File: src/hw/chgc_pkg.sv
// Constants, register layouts and state codes of the charger mode and cycle control.
// Assumes a single 250 MHz clock and an APB master with 32-bit data.
package chgc_pkg;

	// ----------------------------------------------------------------
	// Clock and timing
	// ----------------------------------------------------------------
	localparam longint unsigned CLK_HZ          = 250_000_000;
	localparam longint unsigned WDT_BASE_S      = 40;
	localparam longint unsigned WDT_BASE_CYC    = WDT_BASE_S * CLK_HZ;
	localparam longint unsigned BOOST_DELAY_MS  = 30;
	localparam longint unsigned BOOST_DELAY_CYC = BOOST_DELAY_MS * CLK_HZ / 1000;
	localparam longint unsigned IRQ_PULSE_NS    = 1000;
	localparam logic [15:0]     IRQ_PULSE_CYC   = 16'(IRQ_PULSE_NS * CLK_HZ / 1_000_000_000);
	localparam longint unsigned BLINK_MS        = 500;
	localparam longint unsigned BLINK_CYC       = BLINK_MS * CLK_HZ / 1000;

	// ----------------------------------------------------------------
	// Register offsets
	// ----------------------------------------------------------------
	localparam logic [7:0] OFF_CTRL0  = 8'h00;
	localparam logic [7:0] OFF_CTRL1  = 8'h04;
	localparam logic [7:0] OFF_CTRL2  = 8'h08;
	localparam logic [7:0] OFF_STATUS = 8'h0c;

	// ----------------------------------------------------------------
	// Register layouts
	// ----------------------------------------------------------------
	typedef struct packed {
		logic [18:0] rsv;
		logic        source_detect_request;
		logic        light_load_skip_disable;
		logic [4:0]  input_current_limit;
		logic [1:0]  battery_track_offset;
		logic [3:0]  input_voltage_limit;
	} chgc_ctrl0_t;

	typedef struct packed {
		logic [19:0] rsv;
		logic        battery_switch_force_off;
		logic        battery_switch_delay;
		logic        battery_switch_reset_enable;
		logic [1:0]  status_pin_function;
		logic        recharge_offset_select;
		logic [1:0]  watchdog_period;
		logic        watchdog_kick;
		logic        boost_current_select;
		logic        boost_enable_bit;
		logic        charge_enable_bit;
	} chgc_ctrl1_t;

	typedef struct packed {
		logic [10:0] rsv;
		logic [4:0]  charge_voltage_target;
		logic        safety_timer_6h;
		logic        jeita_profile;
		logic [3:0]  term_current;
		logic [3:0]  precharge_current;
		logic [5:0]  fast_charge_current;
	} chgc_ctrl2_t;

	typedef struct packed {
		logic [22:0] rsv;
		logic        skip_allowed;
		logic        boost_active;
		logic        host_mode;
		logic        watchdog_expired;
		logic [2:0]  source_type_status;
		logic [1:0]  charge_phase_status;
	} chgc_status_t;

	// ----------------------------------------------------------------
	// Reset values
	// ----------------------------------------------------------------
	localparam chgc_ctrl0_t CTRL0_RST = '{rsv: '0, source_detect_request: 1'b0,
		light_load_skip_disable: 1'b0, input_current_limit: 5'h04,
		battery_track_offset: 2'h0, input_voltage_limit: 4'h6};
	localparam chgc_ctrl1_t CTRL1_RST = '{rsv: '0, battery_switch_force_off: 1'b0,
		battery_switch_delay: 1'b0, battery_switch_reset_enable: 1'b1,
		status_pin_function: 2'h0, recharge_offset_select: 1'b0, watchdog_period: 2'h1,
		watchdog_kick: 1'b0, boost_current_select: 1'b1, boost_enable_bit: 1'b0,
		charge_enable_bit: 1'b1};
	localparam chgc_ctrl2_t CTRL2_RST = '{rsv: '0, charge_voltage_target: 5'h0b,
		safety_timer_6h: 1'b1, jeita_profile: 1'b1, term_current: 4'h2,
		precharge_current: 4'h2, fast_charge_current: 6'h22};

	// ----------------------------------------------------------------
	// Codes and scales
	// ----------------------------------------------------------------
	localparam logic [4:0]  ICL_SEL_HIGH = 5'h04;
	localparam logic [4:0]  ICL_SEL_LOW  = 5'h17;
	localparam logic [4:0]  ICL_LOW_SYS  = 5'h01;
	localparam logic [2:0]  SRC_NONE     = 3'h0;
	localparam logic [2:0]  SRC_USB      = 3'h1;
	localparam logic [2:0]  SRC_ADAPTER  = 3'h2;
	localparam logic [2:0]  SRC_BOOST    = 3'h7;
	localparam logic [1:0]  PHASE_OFF    = 2'h0;
	localparam logic [1:0]  PHASE_PRE    = 2'h1;
	localparam logic [1:0]  PHASE_FAST   = 2'h2;
	localparam logic [1:0]  PHASE_DONE   = 2'h3;
	localparam logic [1:0]  STAT_PIN_OFF = 2'h3;
	localparam logic [1:0]  WDT_OFF      = 2'h0;
	localparam logic [12:0] IVL_BASE_MV  = 13'h0f3c;
	localparam logic [12:0] IVL_STEP_MV  = 13'h0064;
	localparam logic [12:0] TRK_BASE_MV  = 13'h0096;
	localparam logic [12:0] TRK_STEP_MV  = 13'h0032;
	localparam logic [12:0] CVT_BASE_MV  = 13'h0f10;
	localparam logic [12:0] CVT_STEP_MV  = 13'h0020;
	localparam logic [12:0] RECHG_LO_MV  = 13'h0064;
	localparam logic [12:0] RECHG_HI_MV  = 13'h00c8;
	localparam logic [12:0] SHORT_MV     = 13'h0898;
	localparam logic [12:0] PRE_MV       = 13'h0bb8;
	localparam logic [11:0] SHORT_MA     = 12'h050;
	localparam logic [11:0] CUR_STEP_MA  = 12'h03c;

	typedef enum logic [2:0] {
		CS_IDLE   = 3'b001,
		CS_CHARGE = 3'b010,
		CS_DONE   = 3'b100
	} chgc_state_t;

endpackage : chgc_pkg

File: src/hw/chgc_pulse.sv
// Fixed-length active-low pulse generator for the interrupt pin.
// Assumes trigger is a one-cycle pulse synchronous to clock.
`timescale 1ns/100ps
module chgc_pulse
	import chgc_pkg::*;
(
	input  wire logic clock,
	input  wire logic reset_n,
	input  wire logic trigger,
	output logic      pulse_n_ff
);

	typedef struct packed {
		logic        pulse_n;
		logic [15:0] cnt;
	} chgc_pst_t;

	chgc_pst_t st_ff;
	chgc_pst_t nxt_st;

	// A trigger during a running pulse is absorbed, so the pin never stays low.
	always_comb begin
		nxt_st = st_ff;
		if (!st_ff.pulse_n) begin
			nxt_st.cnt = st_ff.cnt - 16'h0001;
			if (st_ff.cnt == 16'h0001) begin
				nxt_st.pulse_n = 1'b1; // RULE25
			end
		end else if (trigger) begin
			nxt_st.pulse_n = 1'b0;
			nxt_st.cnt     = IRQ_PULSE_CYC;
		end
	end

	always_ff @(posedge clock) begin
		if (!reset_n) begin
			st_ff <= '{pulse_n: 1'b1, cnt: 16'h0000};
		end else begin
			st_ff <= nxt_st;
		end
	end

	assign pulse_n_ff = st_ff.pulse_n;
endmodule : chgc_pulse

File: src/hw/chgc_top.sv
// Charger mode and cycle control: APB registers, watchdog, boost entry and charge cycle.
// Assumes analog comparator flags and the battery voltage code are synchronous to clock.
//
// Overview of operation
// RULE1: Input voltage limit 3.9V to 5.4V, default 4.5V.
// RULE2: Tracking picks larger of limit and battery plus offset.
// RULE3: Rail below 2.2V caps input current at 200mA.
// RULE4: Pulse skipping only when disabled or battery low.
// RULE5: Auto detection sets 500mA or 2400mA from select pin.
// RULE6: Boost waits 30ms plus battery, sleep, thermistor conditions.
// RULE7: One bit selects boost limit 0.5A or 1.2A.
// RULE8: Boost mode reports source type 111.
// RULE9: Reset gives default mode, expired flag set.
// RULE10: Kick write enters host mode, clears expired.
// RULE11: Period code 00 disables the watchdog.
// RULE12: Each kick restarts the watchdog count.
// RULE13: Expiry returns default mode, keeps limits and switch bits.
// RULE14: Charging needs enable bit set and pin low.
// RULE15: Defaults 4.208V, 2.04A, 180mA, JEITA, six hours.
// RULE16: Cycle starts only when every start condition holds.
// RULE17: Recharge below target minus offset, or enable toggle.
// RULE18: Terminate on voltage and current, not in regulation.
// RULE19: Status pin low charging, blinking fault, released otherwise; code releases it on a fault in CS_DONE.
// RULE20: Phase codes 00/01/10/11; completion pulses interrupt.
// RULE21: Current chosen by battery voltage bands.
// RULE22: Regulation blocks termination, halves safety timer rate.
// RULE23: Period 01 gives a 40 second watchdog.
// RULE24: Host requests source detection in host mode.
// RULE25: Interrupt is one fixed-length low pulse per event.
// RULE26: Phase re-evaluated continuously without restarting cycle.
`timescale 1ns/100ps
module chgc_top
	import chgc_pkg::*;
#(
	parameter logic [39:0] WDT_CYCLES   = 40'(WDT_BASE_CYC),
	parameter logic [31:0] BOOST_CYCLES = 32'(BOOST_DELAY_CYC),
	parameter logic [31:0] BLINK_CYCLES = 32'(BLINK_CYC)
) (
	input  wire logic        clock,
	input  wire logic        reset_n,
	input  wire logic        psel,
	input  wire logic        penable,
	input  wire logic        pwrite,
	input  wire logic [7:0]  paddr,
	input  wire logic [31:0] pwdata,
	output logic             pready,
	output logic [31:0]      prdata,
	output logic             pslverr,
	input  wire logic        source_select_pin,
	input  wire logic        charge_enable_pin_n,
	input  wire logic [12:0] vbat_mv,
	input  wire logic        sys_below_2v2,
	input  wire logic        vbat_below_sys_min,
	input  wire logic        converter_ready,
	input  wire logic        thermistor_input_ok,
	input  wire logic        boost_thermistor_ok,
	input  wire logic        boost_min_battery_ok,
	input  wire logic        input_in_sleep,
	input  wire logic        safety_timer_fault,
	input  wire logic        ibat_below_term,
	input  wire logic        thermal_regulation,
	input  wire logic        power_management,
	output logic [12:0]      eff_input_voltage_mv,
	output logic [4:0]       input_current_cap,
	output logic [11:0]      charge_current_ma,
	output logic             boost_mode,
	output logic             boost_limit_high,
	output logic             skip_allowed,
	output logic             safety_half_rate,
	output logic             status_pin_o,
	output logic             status_pin_oe,
	output logic             interrupt_pin_n
);

	// ----------------------------------------------------------------
	// Helpers
	// ----------------------------------------------------------------
	function automatic logic [12:0] ivl_mv(input logic [3:0] code);
		ivl_mv = 13'(IVL_BASE_MV + IVL_STEP_MV * 13'(code));
	endfunction : ivl_mv

	function automatic logic [12:0] track_mv(input logic [1:0] code);
		track_mv = (code == 2'h0) ? 13'h0000 : 13'(TRK_BASE_MV + TRK_STEP_MV * 13'(code));
	endfunction : track_mv

	function automatic logic [11:0] step_ma(input logic [5:0] code);
		step_ma = 12'(CUR_STEP_MA * 12'(code));
	endfunction : step_ma

	function automatic logic [39:0] wdt_limit(input logic [1:0] period);
		case (period)
			2'h1:    wdt_limit = WDT_CYCLES;
			2'h2:    wdt_limit = 40'(WDT_CYCLES << 1);
			default: wdt_limit = 40'(WDT_CYCLES << 2);
		endcase
	endfunction : wdt_limit

	// ----------------------------------------------------------------
	// State
	// ----------------------------------------------------------------
	typedef struct packed {
		chgc_ctrl0_t c0;
		chgc_ctrl1_t c1;
		chgc_ctrl2_t c2;
		chgc_state_t state;
		logic        host;
		logic        wdt_exp;
		logic [2:0]  src_det;
		logic [39:0] wdt_cnt;
		logic [31:0] boost_cnt;
		logic [31:0] blink_cnt;
		logic        blink;
		logic        boost_on;
		logic        pready;
		logic [31:0] prdata;
		logic        pslverr;
		logic [12:0] eff_vlim;
		logic [4:0]  icap;
		logic [11:0] chg_ma;
		logic        skip_ok;
		logic        half_rate;
		logic        stat_oe;
		logic        done_evt;
	} chgc_st_t;

	chgc_st_t     st_ff;
	chgc_st_t     nxt_st;
	chgc_status_t status;
	logic         access;
	logic         chg_enabled;
	logic         can_start;
	logic         terminate;
	logic         fault;
	logic [12:0]  target_mv;
	logic [12:0]  rechg_mv;
	logic [12:0]  trk_sum;

	// ----------------------------------------------------------------
	// Next-state logic
	// ----------------------------------------------------------------
	always_comb begin
		nxt_st       = st_ff;
		access       = psel && penable && st_ff.pready;
		chg_enabled  = st_ff.c1.charge_enable_bit && !charge_enable_pin_n; // RULE14
		target_mv    = 13'(CVT_BASE_MV + CVT_STEP_MV * 13'(st_ff.c2.charge_voltage_target));
		rechg_mv     = target_mv - (st_ff.c1.recharge_offset_select ? RECHG_HI_MV : RECHG_LO_MV);
		can_start    = converter_ready && thermistor_input_ok && !safety_timer_fault // RULE16
			&& !st_ff.c1.battery_switch_force_off && chg_enabled
			&& (st_ff.c2.fast_charge_current != 6'h00) && (vbat_mv < target_mv);
		terminate    = (vbat_mv > rechg_mv) && ibat_below_term // RULE18
			&& !thermal_regulation && !power_management; // RULE22
		fault        = chg_enabled && (safety_timer_fault || !thermistor_input_ok);
		trk_sum      = 13'(vbat_mv + track_mv(st_ff.c0.battery_track_offset));

		status                     = '0;
		status.skip_allowed        = st_ff.skip_ok;
		status.boost_active        = st_ff.boost_on;
		status.host_mode           = st_ff.host;
		status.watchdog_expired    = st_ff.wdt_exp;
		status.source_type_status  = st_ff.boost_on ? SRC_BOOST : st_ff.src_det; // RULE8
		case (st_ff.state)
			CS_CHARGE: status.charge_phase_status = (vbat_mv < PRE_MV) ? PHASE_PRE : PHASE_FAST;
			CS_DONE:   status.charge_phase_status = PHASE_DONE; // RULE20
			default:   status.charge_phase_status = PHASE_OFF;
		endcase

		// Self-clearing bits drop first so a same-cycle write still lands.
		nxt_st.c1.watchdog_kick = 1'b0;
		nxt_st.done_evt         = 1'b0;

		// Source detection: continuous in default mode, on request in host mode.
		if (!st_ff.host || st_ff.c0.source_detect_request) begin // RULE9 RULE24
			nxt_st.c0.input_current_limit = source_select_pin ? ICL_SEL_HIGH : ICL_SEL_LOW; // RULE5
			nxt_st.src_det                = source_select_pin ? SRC_USB : SRC_ADAPTER;
			nxt_st.c0.source_detect_request = 1'b0;
		end

		// Watchdog counts only in host mode with a nonzero period.
		if (st_ff.host && st_ff.c1.watchdog_period != WDT_OFF) begin // RULE11
			nxt_st.wdt_cnt = st_ff.wdt_cnt + 40'h1; // RULE23
			if (st_ff.wdt_cnt + 40'h1 >= wdt_limit(st_ff.c1.watchdog_period)) begin
				nxt_st.wdt_exp = 1'b1; // RULE13
				nxt_st.host    = 1'b0;
				nxt_st.wdt_cnt = '0;
				nxt_st.c0      = CTRL0_RST;
				nxt_st.c0.input_current_limit = st_ff.c0.input_current_limit;
				nxt_st.c0.input_voltage_limit = st_ff.c0.input_voltage_limit;
				nxt_st.c1      = CTRL1_RST;
				nxt_st.c1.battery_switch_force_off    = st_ff.c1.battery_switch_force_off;
				nxt_st.c1.battery_switch_delay        = st_ff.c1.battery_switch_delay;
				nxt_st.c1.battery_switch_reset_enable = st_ff.c1.battery_switch_reset_enable;
				nxt_st.c2      = CTRL2_RST;
			end
		end

		// APB: setup cycle latches read data, access cycle commits writes.
		nxt_st.pready = psel && !penable && !st_ff.pready;
		if (psel && !penable) begin
			nxt_st.pslverr = 1'b0;
			if (paddr == OFF_CTRL0) begin
				nxt_st.prdata = st_ff.c0;
			end else if (paddr == OFF_CTRL1) begin
				nxt_st.prdata = st_ff.c1;
			end else if (paddr == OFF_CTRL2) begin
				nxt_st.prdata = st_ff.c2;
			end else if (paddr == OFF_STATUS) begin
				nxt_st.prdata = status;
			end else begin
				nxt_st.prdata  = 32'h0000_0000;
				nxt_st.pslverr = 1'b1;
			end
		end
		if (access && pwrite && !st_ff.pslverr) begin
			if (paddr == OFF_CTRL0) begin
				nxt_st.c0     = pwdata;
				nxt_st.c0.rsv = '0;
			end else if (paddr == OFF_CTRL1) begin
				nxt_st.c1     = pwdata;
				nxt_st.c1.rsv = '0;
				if (pwdata[3]) begin
					nxt_st.host    = 1'b1; // RULE10
					nxt_st.wdt_cnt = '0; // RULE12
					nxt_st.c1.watchdog_kick = 1'b0;
					// A kick in the expiry cycle wins, so the flag clears as well.
					nxt_st.wdt_exp = 1'b0; // RULE10
				end
			end else if (paddr == OFF_CTRL2) begin
				nxt_st.c2     = pwdata;
				nxt_st.c2.rsv = '0;
			end
		end

		// Boost entry needs the enable held for the full delay.
		if (!st_ff.c1.boost_enable_bit) begin
			nxt_st.boost_cnt = '0;
		end else if (st_ff.boost_cnt < BOOST_CYCLES) begin
			nxt_st.boost_cnt = st_ff.boost_cnt + 32'h1;
		end
		nxt_st.boost_on = st_ff.c1.boost_enable_bit && (st_ff.boost_cnt >= BOOST_CYCLES) // RULE6
			&& boost_min_battery_ok && input_in_sleep && boost_thermistor_ok;

		// Charge cycle.
		case (st_ff.state)
			CS_IDLE: begin
				if (can_start) begin
					nxt_st.state = CS_CHARGE; // RULE16
				end
			end
			CS_CHARGE: begin
				if (!chg_enabled) begin
					nxt_st.state = CS_IDLE;
				end else if (terminate) begin
					nxt_st.state    = CS_DONE; // RULE18
					nxt_st.done_evt = 1'b1; // RULE20
				end
			end
			CS_DONE: begin
				if (!chg_enabled) begin
					nxt_st.state = CS_IDLE; // RULE17
				end else if (vbat_mv < rechg_mv && can_start) begin
					nxt_st.state = CS_CHARGE; // RULE17
				end
			end
			default: nxt_st.state = CS_IDLE;
		endcase

		// Current follows the voltage band on every cycle.
		if (st_ff.state != CS_CHARGE) begin
			nxt_st.chg_ma = 12'h000;
		end else if (vbat_mv < SHORT_MV) begin
			nxt_st.chg_ma = SHORT_MA; // RULE21
		end else if (vbat_mv < PRE_MV) begin
			nxt_st.chg_ma = step_ma(6'(st_ff.c2.precharge_current) + 6'h01); // RULE21
		end else begin
			nxt_st.chg_ma = step_ma(st_ff.c2.fast_charge_current); // RULE21 RULE26
		end

		nxt_st.eff_vlim = ivl_mv(st_ff.c0.input_voltage_limit); // RULE1
		if (st_ff.c0.battery_track_offset != 2'h0 && trk_sum > nxt_st.eff_vlim) begin
			nxt_st.eff_vlim = trk_sum; // RULE2
		end
		nxt_st.icap = st_ff.c0.input_current_limit;
		if (sys_below_2v2 && st_ff.c0.input_current_limit > ICL_LOW_SYS) begin
			nxt_st.icap = ICL_LOW_SYS; // RULE3
		end
		nxt_st.skip_ok   = !st_ff.c0.light_load_skip_disable // RULE4
			&& (!chg_enabled || vbat_below_sys_min);
		nxt_st.half_rate = thermal_regulation || power_management; // RULE22

		// Status pin blinks on a fault outside CS_DONE, else pulls low while charging.
		if (st_ff.blink_cnt + 32'h1 >= BLINK_CYCLES) begin
			nxt_st.blink_cnt = '0;
			nxt_st.blink     = !st_ff.blink;
		end else begin
			nxt_st.blink_cnt = st_ff.blink_cnt + 32'h1;
		end
		if (st_ff.c1.status_pin_function == STAT_PIN_OFF) begin
			nxt_st.stat_oe = 1'b0; // RULE19
		end else if (fault && st_ff.state != CS_DONE) begin
			nxt_st.stat_oe = st_ff.blink; // RULE19
		end else begin
			nxt_st.stat_oe = (st_ff.state == CS_CHARGE); // RULE19
		end
	end

	// ----------------------------------------------------------------
	// Registers
	// ----------------------------------------------------------------
	always_ff @(posedge clock) begin
		if (!reset_n) begin
			st_ff         <= '0;
			st_ff.c0      <= CTRL0_RST;
			st_ff.c1      <= CTRL1_RST;
			st_ff.c2      <= CTRL2_RST; // RULE15
			st_ff.state   <= CS_IDLE;
			st_ff.wdt_exp <= 1'b1; // RULE9
			st_ff.src_det <= SRC_NONE;
		end else begin
			st_ff <= nxt_st;
		end
	end

	chgc_pulse u_irq (
		.clock      (clock),
		.reset_n    (reset_n),
		.trigger    (st_ff.done_evt),
		.pulse_n_ff (interrupt_pin_n)
	);

	assign pready               = st_ff.pready;
	assign prdata               = st_ff.prdata;
	assign pslverr              = st_ff.pslverr;
	assign eff_input_voltage_mv = st_ff.eff_vlim;
	assign input_current_cap    = st_ff.icap;
	assign charge_current_ma    = st_ff.chg_ma;
	assign boost_mode           = st_ff.boost_on;
	assign boost_limit_high     = st_ff.c1.boost_current_select; // RULE7
	assign skip_allowed         = st_ff.skip_ok;
	assign safety_half_rate     = st_ff.half_rate;
	assign status_pin_o         = 1'b0;
	assign status_pin_oe        = st_ff.stat_oe;
endmodule : chgc_top

File: config.mk
export PLATFORM = sky130hd
export DESIGN_NAME = chgc_top
export DESIGN_NICKNAME = d
export VERILOG_FILES = /design/src/hw/chgc_pkg.sv /design/src/hw/chgc_pulse.sv /design/src/hw/chgc_top.sv
export SDC_FILE = /design/constraint.sdc
export NUM_CORES = 1
export LEC_CHECK = 0
export ABC_AREA = 1
export ABC_CLOCK_PERIOD_IN_PS = 4900
export BUFFER_PORTS_ARGS = -buffer_cell sky130_fd_sc_hd__clkbuf_2
export CAP_MARGIN = 20
export CELL_PAD_IN_SITES_DETAIL_PLACEMENT = 0
export CELL_PAD_IN_SITES_GLOBAL_PLACEMENT = 1
export CORE_ASPECT_RATIO = 1.25
export CORE_MARGIN = 2
export CORE_UTILIZATION = 35
export CTS_CLUSTER_DIAMETER = 50
export DETAILED_ROUTE_END_ITERATION = 8
export MAX_ROUTING_LAYER = met4
export PLACE_DENSITY_LB_ADDON = 0.1
export RECOVER_POWER = 100
export REMOVE_ABC_BUFFERS = 1
export SLEW_MARGIN = 20
export SYNTH_ARGS = -nofsm -noshare
export SYNTH_HDL_FRONTEND = slang
export SYNTH_SLANG_ARGS = --single-unit
File: constraint.sdc
create_clock -name clock -period 4.9 [get_ports clock]
set_clock_uncertainty 0.1 [all_clocks]
set_input_delay 0.735 -clock clock [delete_from_list [all_inputs] [get_ports clock]]
set_output_delay 0.735 -clock clock [all_outputs]
set_load 0.02 [all_outputs]
==> results by group <==
Status
  • Run status: finished with violations
  • Violations in the final reports: capacitance limit, slew limit

Clocking
  • Clock tree from TritonCTS: built
  • Number of buffers created by CTS: slightly above 40
  • Sink count of the clock tree: between 200 and 300
  • Total setup buffers inserted after CTS: 0
  • Clock Tree Root: sky130_fd_sc_hd__clkbuf_16
  • Number of gates given a new drive strength after cts: 0
  • Clock H-tree levels: 2
  • Later-pin clock latency in the skew report: a little under 0.6 ns
  • Count of hold-fix buffers inserted at cts: 0
  • Clk slew on worst S/H paths: approximately 0.060 ns
  • Maximum buffer depth of the clock tree: 3

Setup path
  • Crit path kind: reg -> reg
  • Crit-path max FO: 28
  • Arr. time, crit path: ~4.6 ns
  • Element type at the critical path end: flip-flop
  • Critical path launch point type: flip-flop
  • Required time at the endpoint of the critical path: around 5.2 ns

Logic synthesis
  • Post-synth EDFFs: 0
  • Post-synth ARST share: 0%
  • Synth Area in Compound Gates: 12.8%
  • Share of cell area taken by muxes after synthesis: 0%
  • Mapped cell area: about 0.017 mm^2
  • Yosys top cell by area: sky130_fd_sc_hd__dfxtp_1
  • Post-synth top flop: sky130_fd_sc_hd__dfxtp_1
  • Share of the yosys chip area belonging to registers: a little over a third
  • Count of synthesis-stage warnings from yosys: 0
  • Area share of xor/xnor cells in the synthesized design: under 10%
  • Avg Synthesized Cell Area: 7.43 um^2
  • Number of distinct library cells after synthesis: between 50 and 60
  • Most used standard cells in the synthesized netlist: sky130_fd_sc_hd__nand2_1, sky130_fd_sc_hd__dfxtp_1, sky130_fd_sc_hd__nor2_1
  • Fraction of post-synthesis cell area in the top cell type by area: around a third
  • Post-synthesis simple-gate area fraction: about a quarter
  • Count of mapped cells out of synthesis: approximately 2300
  • Leading cell type by number of instances after synthesis: sky130_fd_sc_hd__nand2_1
  • Main area contributors after synthesis: sky130_fd_sc_hd__dfxtp_1, sky130_fd_sc_hd__ha_1, sky130_fd_sc_hd__nand2_1
  • Largest family of logic cells by synthesized area: simple AND/OR/NAND/NOR gates
  • Arithmetic-cell share of the synthesized area counting full adders, half adders and majority gates: approximately 11%
  • Post-synthesis register bit count: 291

Floorplan
  • Core area: approximately 0.047 mm^2
  • Floorplan row count: just under 90
  • Starting utilization of the core area: approximately 35%
  • Die area: approximately 0.050 mm^2
  • I/O Pins: 142
  • Die span in x: roughly 200 um
  • Vert. Die Dim: between 200 and 250 um

Routing
  • Overall routed net length: roughly 48 mm
  • First-iteration detailed-routing DRC count: 665
  • Remaining antenna violation count: 0
  • Routed length per placed instance: between 15 and 20 um
  • Via Count: around 15000
  • Drt via density: just under 5
  • Detailed-routing iteration count for the pre-antenna-repair pass: 7
  • Remaining DRCs: 0

Place
  • Buffers added on ports: ~130
  • Final weighted congestion of routability-driven global placement: roughly 0.87
  • Cell count after placement: between 2000 and 3000
  • HPWL reported at the end of detailed placement: approximately 35 mm

Power
  • Switching component of the power: about 1.5 mW
  • Fraction of power consumed by combinational cells: 4.9%
  • Leakage power summed over all cells: 7.51 nW
  • Total power after layout: slightly below 6 mW
  • Pwr per Cell Area: about 320 mW/mm^2
  • Worst IR drop on VDD: 0.251 mV
  • Sw Ratio: about 25%
  • Clk network pwr share: 54.2%
  • Part of the total power dissipated in sequential elements: between 40% and 50%
  • Internal power: about 4.5 mW

Timing
  • Worst slew slack as a fraction of its limit: -24.6%
  • RSZ-0062 raised after global routing: no
  • Highest attainable clock frequency: ~230 MHz
  • Final Hold Violating Endpoints: 0
  • Worst hold-check slack: 0.288 ns
  • Worst Max-Slew Pin Slew: ~1.9 ns
  • Period utilisation layout: slightly below 90%
  • Final count of pins violating max slew: between 100 and 150
  • Setup-violating endpoint count in the final report: 0
  • Final Critical Period: about 4.3 ns

Finish
  • Layout cell share with drive strength beyond 1: around 8.7%
  • Count of nets after finishing: roughly 2500
  • Non-filler instance count after layout: between 2000 and 3000
  • Synthesis-to-layout area growth: 12.4%

Global route
  • Largest net degree at the start of global routing: between 60 and 70
  • Global-route usage over all layers: 19.8%
  • Number of global-route vias before repair: between 10000 and 15000
  • First-pass GRT wire length: 75.9 mm
  • Number of antenna violations at the first check in global routing: 3
  • Remaining Overflow, GRT: 0

Job
  • Max-cap violations: 3

Worst hold path
  • Path class of the lowest-slack min-delay path: in -> reg
[power groups by stage]
stage / combinational [mW] / clock, mW / sequential (mW)
2_1_floorplan: 0.143 / 0 / 2.50
3_3_place_gp: 0.296 / 0 / 2.48
3_5_place_dp: 0.300 / 0 / 2.48
4_1_cts: 0.302 / 3.33 / 2.43
5_1_grt: 0.327 / 3.42 / 2.43
6_report: 0.290 / 3.22 / 2.43
[layout make-up]
type,instances,area (um^2)
clock inverters,25,379
multi-input cells,1570,9010
repair buffers,145,696
inverters,266,998
clock buffers,51,1110
diodes,3,7.51
flip-flops and latches,291,5830
well taps,637,797
fillers,5104,28400
[sequential cells by signal, indices dropped and copies added (netlist names)]
register              cells
boost_limit_high          1
pready                    1
pslverr                   1
input_current_cap         5
u_irq.st_ff              16
charge_current_ma        10
skip_allowed              1
u_irq.pulse_n_ff          1
eff_input_voltage_mv     13
prdata                   32
status_pin_oe             1
st_ff                   207
boost_mode                1
safety_half_rate          1
[kinds of logic after synthesis]
family / after synthesis
compound gates: 377
buf+inv: 399
other cells: 1
flops: 291
xor+xnor: 79
simple gates: 972
fa+ha+maj: 134
[critical path, stage by stage (launching register included)]
cell and delay [ns]:
sky130_fd_sc_hd__dfxtp_1 0.42, sky130_fd_sc_hd__ha_1 0.22, sky130_fd_sc_hd__nand2_1 0.11, sky130_fd_sc_hd__nor2_4 0.15, sky130_fd_sc_hd__nand2_1 0.13, sky130_fd_sc_hd__nor2_4 0.25, sky130_fd_sc_hd__inv_1 0.06, sky130_fd_sc_hd__nor4_1 0.49
sky130_fd_sc_hd__nand3_1 0.18, sky130_fd_sc_hd__xnor2_1 0.24, sky130_fd_sc_hd__ha_1 0.28, sky130_fd_sc_hd__nand3b_1 0.09, sky130_fd_sc_hd__nand4_1 0.09, sky130_fd_sc_hd__nor2_1 0.23, sky130_fd_sc_hd__nand2_4 0.14, sky130_fd_sc_hd__nand2_8 0.21
sky130_fd_sc_hd__nand2_1 0.25, sky130_fd_sc_hd__buf_12 0.24, sky130_fd_sc_hd__o22ai_1 0.10, sky130_fd_sc_hd__nand2_1 0.06
[final timing paths]
path         cells past startpoint  slack (ns)          endpoint               start
min reg2reg                      2        0.33        st_ff[210]          st_ff[210]
max                             19        0.63        st_ff[196]          st_ff[134]
max reg2reg                     19        0.63        st_ff[196]          st_ff[134]
min                              3        0.29  safety_half_rate  thermal_regulation
[routing by layer]
| layer | wire, um | up-vias | share of wire [%] | GRT usage (%) |
|---|---|---|---|---|
| li1 | - | 7498 | - | - |
| met1 | 20900 | 6777 | 44 | 23.5 |
| met2 | 23500 | 241 | 49 | 33.8 |
| met3 | 2070 | 68 | 4.3 | 3.54 |
| met4 | 1390 | 0 | 2.9 | 6.33 |
| met5 | 0 | - | 0 | - |
[cell usage in the layout (no fill, tap or decap), types with 6 or more instances in the layout]
| master | n |
|---|---|
| sky130_fd_sc_hd__a211oi_1 | 14 |
| sky130_fd_sc_hd__a21oi_1 | 186 |
| sky130_fd_sc_hd__a221oi_1 | 23 |
| sky130_fd_sc_hd__a31oi_1 | 10 |
| sky130_fd_sc_hd__buf_4 | 11 |
| sky130_fd_sc_hd__bufinv_16 | 6 |
| sky130_fd_sc_hd__clkbuf_1 | 75 |
| sky130_fd_sc_hd__clkbuf_16 | 41 |
| sky130_fd_sc_hd__clkbuf_2 | 62 |
| sky130_fd_sc_hd__conb_1 | 8 |
| sky130_fd_sc_hd__dfxtp_1 | 291 |
| sky130_fd_sc_hd__fa_1 | 17 |
| sky130_fd_sc_hd__ha_1 | 117 |
| sky130_fd_sc_hd__inv_1 | 259 |
| sky130_fd_sc_hd__nand2_1 | 389 |
| sky130_fd_sc_hd__nand3_1 | 152 |
| sky130_fd_sc_hd__nand4_1 | 35 |
| sky130_fd_sc_hd__nor2_1 | 261 |
| sky130_fd_sc_hd__nor2_2 | 26 |
| sky130_fd_sc_hd__nor2_4 | 8 |
| sky130_fd_sc_hd__nor3_1 | 49 |
| sky130_fd_sc_hd__nor3b_1 | 18 |
| sky130_fd_sc_hd__nor4_1 | 7 |
| sky130_fd_sc_hd__o211ai_1 | 7 |
| sky130_fd_sc_hd__o21ai_0 | 98 |
| sky130_fd_sc_hd__o22ai_1 | 15 |
| sky130_fd_sc_hd__xnor2_1 | 29 |
| sky130_fd_sc_hd__xor2_1 | 50 |
[through the flow]
stage	util [%]	setup TNS, ns	setup slack [ns]	instance area, um^2
6_report	39.9	0	0.635	18800
3_3_place_gp	37.2	0	0.759	17600
5_1_grt	39.9	0	0.233	18800
2_1_floorplan	-	-2.03	-0.0873	15900
4_1_cts	40.4	0	0.670	19100
3_5_place_dp	37.2	0	0.713	17600
Power figures use the tool's default switching activity.
